<file path="config.mk">
export PLATFORM = sky130hd
export DESIGN_NAME = hioc_top
export DESIGN_NICKNAME = d
export VERILOG_FILES = /design/src/pkg/hioc_pkg.sv /design/src/rtl/hioc_pulse_gen.sv /design/src/rtl/hioc_top.sv
export VERILOG_INCLUDE_DIRS = /design/src /design/src/pkg
export SDC_FILE = /design/constraint.sdc
export NUM_CORES = 1
export LEC_CHECK = 0
export BUFFER_PORTS_ARGS = -buffer_cell sky130_fd_sc_hd__buf_2
export CORE_MARGIN = 2
export CORE_UTILIZATION = 43
export CTS_CLUSTER_SIZE = 12
export DETAILED_ROUTE_END_ITERATION = 10
export PLACE_DENSITY = 0.7
export SETUP_SLACK_MARGIN = 0.4
export SLEW_MARGIN = 20
export SYNTH_ARGS = -nofsm -noshare
export SYNTH_HDL_FRONTEND = slang
export SYNTH_HIERARCHICAL = 1
export SYNTH_SLANG_ARGS = --single-unit
</file>
<file path="constraint.sdc">
create_clock -name ref_clk -period 6.2 [get_ports ref_clk]
set_input_delay 1.24 -clock ref_clk [delete_from_list [all_inputs] [get_ports ref_clk]]
set_output_delay 1.24 -clock ref_clk [all_outputs]
set_load 0.05 [all_outputs]
</file>
<file path="src/pkg/hioc_regs.svh">
`ifndef HIOC_REGS_SVH
`define HIOC_REGS_SVH
// register indices; byte address is four times the index
`define HIOC_HICTL_IDX 8'h06
`define HIOC_CFG_IDX 8'h07
`define HIOC_ISTAT_IDX 8'h20
`define HIOC_IMASK_IDX 8'h21
`define HIOC_SYSCTL_IDX 8'h22
`define HIOC_SRCSTAT_IDX 8'h23
// reset values
`define HIOC_CFG_RST 8'h00
`define HIOC_HICTL_RST 8'h00
`define HIOC_IMASK_RST 4'h0
// writable bits of the host interface control register (bit 5 reserved)
`define HIOC_HICTL_WMASK 8'hDF
// field positions
`define HIOC_SYS_FW_BIT 0
`define HIOC_ISTAT_W 4
// timing
`define HIOC_CLK_NS 10
`define HIOC_PULSE_US 10
`define HIOC_PULSE_CYC ((`HIOC_PULSE_US * 1000) / `HIOC_CLK_NS)
`define HIOC_PULSE_W 10
`endif

</file>
<file path="src/pkg/hioc_pkg.sv">
package hioc_pkg;
    typedef struct packed {
        logic open_drain;
        logic pulse_mode;
        logic active_low;
        logic [4:0] mask;
    } hioc_cfg_t;
    typedef struct packed {
        logic async_status;
        logic ts_select;
        logic rsvd;
        logic ap_suspended;
        logic [3:0] abort;
    } hioc_hictl_t;
    typedef struct packed {
        logic [3:0] req;
        logic [3:0] done;
        logic [3:0] tx_short;
        logic [3:0] blk_last32;
    } hioc_chan_in_t;
    typedef enum logic [1:0] {
        HIOC_BUS_IDLE,
        HIOC_BUS_ACK
    } hioc_bus_state_t;
endpackage : hioc_pkg

</file>
<file path="src/rtl/hioc_pulse_gen.sv">
`timescale 1ns/10ps
`include "hioc_regs.svh"
module hioc_pulse_gen
    import hioc_pkg::*;
(
    input wire logic ref_clk, // 100 MHz clock
    input wire logic reset_n, // async reset, active low
    input wire logic clr, // abandon any pulse in flight
    input wire logic trig, // start a pulse
    output logic busy // pulse in progress
);
    logic [`HIOC_PULSE_W-1:0] cnt_reg;
    logic busy_reg;
    localparam logic [`HIOC_PULSE_W-1:0] LOAD = `HIOC_PULSE_W'(`HIOC_PULSE_CYC - 1);
    wire cnt_zero = (cnt_reg == '0);

    // a trigger during a running pulse is ignored, one pulse per event
    always_ff @(posedge ref_clk or negedge reset_n)
    begin
        if (!reset_n)
        begin
            busy_reg <= 1'b0;
            cnt_reg <= '0;
        end
        else if (clr)
        begin
            busy_reg <= 1'b0;
            cnt_reg <= '0;
        end
        else if (trig && !busy_reg)
        begin
            busy_reg <= 1'b1;
            cnt_reg <= LOAD;
        end
        else if (busy_reg)
        begin
            busy_reg <= !cnt_zero;
            cnt_reg <= cnt_zero ? cnt_reg : cnt_reg - 1'b1;
        end
    end

    assign busy = busy_reg;
endmodule : hioc_pulse_gen

</file>
<file path="src/rtl/hioc_top.sv">
`timescale 1ns/10ps
`include "hioc_regs.svh"
module hioc_top
    import hioc_pkg::*;
(
    input wire logic ref_clk, // 100 MHz clock
    input wire logic reset_n, // async reset, active low
    input wire logic [9:0] avs_address, // byte address
    input wire logic avs_read, // read request
    input wire logic avs_write, // write request
    input wire logic [3:0] avs_byteenable, // byte lanes
    input wire logic [31:0] avs_writedata, // write data
    output logic [31:0] avs_readdata, // read data
    output logic avs_waitrequest, // low for the accepting cycle
    input wire hioc_chan_in_t chan_in, // per-channel fifo events
    input wire logic fault_req, // fault pending, level
    input wire logic warm_restart, // watchdog or fatal restart pulse
    output logic host_irq_pin_o, // interrupt pin drive value
    output logic host_irq_pin_oe, // interrupt pin output enable
    output logic [3:0] chan_flush, // clear channel buffer, pulse
    output logic [3:0] discard_block, // drop 32-byte block, pulse
    output logic irq // level interrupt to local cpu
);
    hioc_cfg_t cfg_reg;
    hioc_hictl_t hictl_reg;
    hioc_bus_state_t bus_reg;
    logic [31:0] rdata_reg;
    logic fw_ready_reg;
    logic [3:0] pend_reg;
    logic [3:0] abort_prev_reg;
    logic gated_prev_reg;
    logic fault_prev_reg;
    logic irq_active_reg;
    logic pin_o_reg;
    logic pin_oe_reg;
    logic [3:0] flush_reg;
    logic [3:0] discard_reg;
    logic [`HIOC_ISTAT_W-1:0] istat_reg;
    logic [`HIOC_ISTAT_W-1:0] imask_reg;
    logic irq_reg;
    logic pulse_busy;

    function automatic logic hit(input logic [9:0] addr, input logic [7:0] idx);
        hit = (addr == {idx, 2'b00});
    endfunction : hit

    // bus decode; requests accepted in the cycle waitrequest is low
    wire bus_req = avs_read || avs_write;
    wire wr_ack = avs_write && (bus_reg == HIOC_BUS_ACK);
    wire rd_ack = avs_read && (bus_reg == HIOC_BUS_ACK);
    wire lane0 = avs_byteenable[0];
    wire cfg_wr = wr_ack && lane0 && hit(avs_address, `HIOC_CFG_IDX);
    wire hictl_wr = wr_ack && lane0 && hit(avs_address, `HIOC_HICTL_IDX);
    wire imask_wr = wr_ack && lane0 && hit(avs_address, `HIOC_IMASK_IDX);
    wire sys_wr = wr_ack && lane0 && hit(avs_address, `HIOC_SYSCTL_IDX);
    wire istat_rd = rd_ack && hit(avs_address, `HIOC_ISTAT_IDX);

    // request formation
    wire [3:0] abort_rise = hictl_reg.abort & ~abort_prev_reg;
    wire [3:0] discard_next = abort_rise & (chan_in.tx_short | chan_in.blk_last32);
    wire src_wake = pend_reg[1] && !cfg_reg.mask[0];
    wire src_nowake = pend_reg[2] && !cfg_reg.mask[1] && !hictl_reg.ap_suspended;
    wire src_sync = pend_reg[3] && !hictl_reg.async_status && !cfg_reg.mask[2];
    wire src_async = pend_reg[3] && hictl_reg.async_status && !cfg_reg.mask[3];
    wire src_fault = fault_req && !cfg_reg.mask[4];
    wire raw_req = src_wake || src_nowake || src_sync || src_async || src_fault;
    wire gated = fw_ready_reg && raw_req;
    wire pulse_trig = gated && !gated_prev_reg && cfg_reg.pulse_mode;
    // level mode follows the request, pulse mode follows the timer
    wire active_next = fw_ready_reg && (cfg_reg.pulse_mode ? pulse_busy : raw_req);
    wire lvl_next = active_next ^ cfg_reg.active_low;
    wire pin_o_next = cfg_reg.open_drain ? 1'b0 : lvl_next;
    wire pin_oe_next = cfg_reg.open_drain ? !lvl_next : 1'b1;
    // abort overrides a new request while held; otherwise a new request wins over a read-out
    wire [3:0] pend_next = ((pend_reg & ~chan_in.done) | chan_in.req) & ~hictl_reg.abort;

    // local interrupt events
    wire [`HIOC_ISTAT_W-1:0] ev = {(fault_req && !fault_prev_reg), (|abort_rise),
                                   (|discard_next), (gated && !gated_prev_reg)};
    wire [`HIOC_ISTAT_W-1:0] istat_clr = istat_rd ? rdata_reg[`HIOC_ISTAT_W-1:0] : '0;
    wire [`HIOC_ISTAT_W-1:0] istat_next = ev | (istat_reg & ~istat_clr);

    wire [31:0] rd_mux =
        hit(avs_address, `HIOC_CFG_IDX) ? {24'h000000, cfg_reg} :
        hit(avs_address, `HIOC_HICTL_IDX) ? {24'h000000, hictl_reg} :
        hit(avs_address, `HIOC_ISTAT_IDX) ? {28'h0000000, istat_reg} :
        hit(avs_address, `HIOC_IMASK_IDX) ? {28'h0000000, imask_reg} :
        hit(avs_address, `HIOC_SYSCTL_IDX) ? {31'h0, fw_ready_reg} :
        hit(avs_address, `HIOC_SRCSTAT_IDX) ? {25'h0, irq_active_reg, raw_req,
                                              pend_reg, fault_req} :
        32'h00000000;

    hioc_pulse_gen hioc_pulse_gen_inst (
        .ref_clk(ref_clk),
        .reset_n(reset_n),
        .clr(!fw_ready_reg),
        .trig(pulse_trig),
        .busy(pulse_busy)
    );

    always_ff @(posedge ref_clk or negedge reset_n)
    begin
        if (!reset_n)
        begin
            bus_reg <= HIOC_BUS_IDLE;
            rdata_reg <= 32'h00000000;
        end
        else
        begin
            bus_reg <= (bus_req && bus_reg == HIOC_BUS_IDLE) ? HIOC_BUS_ACK : HIOC_BUS_IDLE;
            rdata_reg <= (bus_req && bus_reg == HIOC_BUS_IDLE) ? rd_mux : rdata_reg;
        end
    end

    // configuration survives a warm restart, only reset_n clears it
    always_ff @(posedge ref_clk or negedge reset_n)
    begin
        if (!reset_n)
            cfg_reg <= `HIOC_CFG_RST;
        else if (cfg_wr)
            cfg_reg <= avs_writedata[7:0];
    end

    always_ff @(posedge ref_clk or negedge reset_n)
    begin
        if (!reset_n)
            hictl_reg <= `HIOC_HICTL_RST;
        else if (hictl_wr)
            hictl_reg <= avs_writedata[7:0] & `HIOC_HICTL_WMASK;
    end

    always_ff @(posedge ref_clk or negedge reset_n)
    begin
        if (!reset_n)
            fw_ready_reg <= 1'b0;
        else if (warm_restart)
            fw_ready_reg <= 1'b0;
        else if (sys_wr)
            fw_ready_reg <= avs_writedata[`HIOC_SYS_FW_BIT];
    end

    always_ff @(posedge ref_clk or negedge reset_n)
    begin
        if (!reset_n)
        begin
            pend_reg <= 4'h0;
            abort_prev_reg <= 4'h0;
            flush_reg <= 4'h0;
            discard_reg <= 4'h0;
        end
        else
        begin
            pend_reg <= pend_next;
            abort_prev_reg <= hictl_reg.abort;
            flush_reg <= abort_rise;
            discard_reg <= discard_next;
        end
    end

    always_ff @(posedge ref_clk or negedge reset_n)
    begin
        if (!reset_n)
        begin
            gated_prev_reg <= 1'b0;
            fault_prev_reg <= 1'b0;
            irq_active_reg <= 1'b0;
            pin_o_reg <= 1'b0;
            pin_oe_reg <= 1'b1;
        end
        else
        begin
            gated_prev_reg <= gated;
            fault_prev_reg <= fault_req;
            irq_active_reg <= active_next;
            pin_o_reg <= pin_o_next;
            pin_oe_reg <= pin_oe_next;
        end
    end

    always_ff @(posedge ref_clk or negedge reset_n)
    begin
        if (!reset_n)
        begin
            istat_reg <= '0;
            imask_reg <= `HIOC_IMASK_RST;
            irq_reg <= 1'b0;
        end
        else
        begin
            istat_reg <= istat_next;
            imask_reg <= imask_wr ? avs_writedata[`HIOC_ISTAT_W-1:0] : imask_reg;
            irq_reg <= |(istat_next & ~imask_reg);
        end
    end

    assign avs_readdata = rdata_reg;
    assign avs_waitrequest = (bus_reg != HIOC_BUS_ACK);
    assign host_irq_pin_o = pin_o_reg;
    assign host_irq_pin_oe = pin_oe_reg;
    assign chan_flush = flush_reg;
    assign discard_block = discard_reg;
    assign irq = irq_reg;
endmodule : hioc_top
</file>
==> results.ini <==
[setup_path]
cp-start-kind = input pin
path_class = input pin to flop
regToRegStartpoint = hictl_reg[7]
crit_arrival_ns = 3.46
cp-startpoint = avs_address[5]
cp-end-kind = flop
required_ns = 6.43
path_max_fanout = 11

[placement]
gp_congestion = 0.847
port_buffers = 60
dp_hpwl_um = 5420
dp_cells = 463
placed_area_sq_mm = 0.00360

[cells_and_area]
final_cells = 479
drive_above_1_share_pct = 29.5
fillers = 702
insertedDiodeCount = 0
final_core_util_pct = 52.5
area_growth_pct = 17.2
final_area_sq_mm = 0.00385
largest_reg_flops = 10
nets = 444

[worst_hold_path]
hp-class = flop to flop
hp-start = hictl_reg[1]

[clock_network]
clock_path_buffers = 2
worstSkewPairLatency_ns = 0.35
post-cts-setup-buffer-count = 0
post_cts_resized = 0
cts_buffers = 9
cts_tree = done
cts_sinks = 66
path_clk_slew_ns = 0.08
htree_levels = 3
cts_root_buf = clkbuf_8
ctsHoldBuffers = 0

[yosys]
ys_seq_area_share_pct = 50.4
synth_common_cells = dfrtp_1, nor2_1, buf_4, a21oi_1, mux2_2
async_reset_ff_share_pct = 100
synthCells = 310
synthMostInstantiatedCell = dfrtp_1
synth.avg_cell_area_sq_um = 10.6
yosys.area.top_type = dfrtp_1
ys_ff_latch = 66
synth_top_area_share_pct = 49.6
synth_enable_flop_cells = 0
yosys_warnings = 6
synth_top_flop_cell = dfrtp_1
syn_area_sq_mm = 0.00328
synth.area.top_cells = dfrtp_1, mux2_2, buf_4, nor2_1, a21oi_1
yosysUniqueCellTypes = 63

[die]
dieArea_sq_mm = 0.00835
rows = 31
io_pins = 112
die_w_um = 91.4
fp.dieH_um = 91.4
start_util_pct = 44.8
coreArea_sq_mm = 0.00733

[detailed_routing]
drc = 0
viasPerCell = 5.36
drt_wl_total_um = 7530
wl_per_cell_um = 15.7
first_iter_violations = 144
first_pass_iters = 4
vias = 2568
final_antenna_net_count = 0

[power_and_ir_drop]
power_density_mw_per_mm2 = 270
finalPower_mw = 1.04
ir_worst_vdd_mv = 0.121
p_leak_nw = 1.90

[timing]
setup_tns_ns = 0
fin_crit_sh_pct = 52.0
fin_crit_ns = 3.22
slew_headroom_pct = 41.6
setup_viol = 0
worst-slew-pin-transition_ns = 0.865
final_hold_viol_count = 0
rsz0062_at_grt = no
skew_ns = 0.00683
drv_slew = 0
fmax_ghz = 0.310

[job]
cap_violations = 0

[global_routing]
grt_use_total_pct = 18.4
grt_overflow = 0
grt_pass1_vias = 2385
grt_max_degree = 67
antenna_found_initial = 0
grt_pass1_wl_um = 12000

[outcome]
status = finished, final reports clean

==> power by group <==
| part | internal, mW | total (mW) | leakage, nW | switching (mW) |
|---|---|---|---|---|
| Combinational | 0.0307 | 0.132 | 0.905 | 0.102 |
| Clock | 0.271 | 0.452 | 0.121 | 0.181 |
| Sequential | 0.443 | 0.454 | 0.873 | 0.0114 |
==> area by class of cell <==
class                   count  area [sq um]  area share, %
clock buffers               9           124           3.22
clock inverters             7           124           3.22
inverters                  18          67.6           1.76
multi-input cells         217          1430           37.2
flip-flops and latches     66          1650           43.0
well taps                  99           124           3.22
repair buffers             63           323           8.39
==> cells by family after synthesis <==
group / synth area share, %
other: 0.114
buffers and inverters: 8.81
adders and majority gates: 0.381
muxes: 8.23
and+or+nand+nor: 17.3
AOI/OAI and AO/OA: 14.8
DFF: 50.4
==> cell usage in the layout, fill, tap and decap left out, types with 4 or more instances in the layout <==
cell type / n
conb_1: 24
inv_1: 17
o2bb2ai_1: 6
mux2_2: 20
nand2b_1: 13
nor3_1: 5
nor2_1: 27
buf_2: 60
nor2b_1: 5
a21oi_1: 20
nor4_1: 5
nand2_1: 15
clkbuf_8: 9
nand3_1: 8
dfrtp_1: 65
nand4_1: 4
==> stage by stage <==
stage,setup WS (ns),hold WS (ns)
global route,2.85,0.485
global placement,2.15,0.458
CTS,2.95,0.480
detailed placement,2.59,0.464
finish,2.98,0.475
floorplan,3.21,0.409
==> critical path: stages <==
cell     delay, ns
buf_2         0.10
or4_4         0.63
nor3_2        0.64
nand2_1       0.45
mux2_2        0.39
==> path summary, 6_finish.rpt <==
kind / to / slack, ns / cells after the start
setup / recovery: cfg_reg[3] / 2.98 / 5
hold / removal: abort_prev_reg[1] / 0.48 / 0
setup reg to reg: hioc_pulse_gen_inst/cnt_reg[5] / 3.92 / 7
hold reg to reg: abort_prev_reg[1] / 0.48 / 0
max in group asynchronous: abort_prev_reg[1] / 4.59 / 2
min in group asynchronous: pend_reg[0] / 1.06 / 2
==> layer usage <==
metal  routed length, um  share of wire [%]  up-vias  global-route usage (%)
li1                    -                  -     1221                       -
met1                3330                 44     1248                    25.9
met2                3580                 47       88                    28.9
met3                 482                6.4       11                    2.07
met4                 142                1.9        0                    7.95
met5                   0                  0        -                       0
No activity file was read; power rests on OpenSTA's default activity.
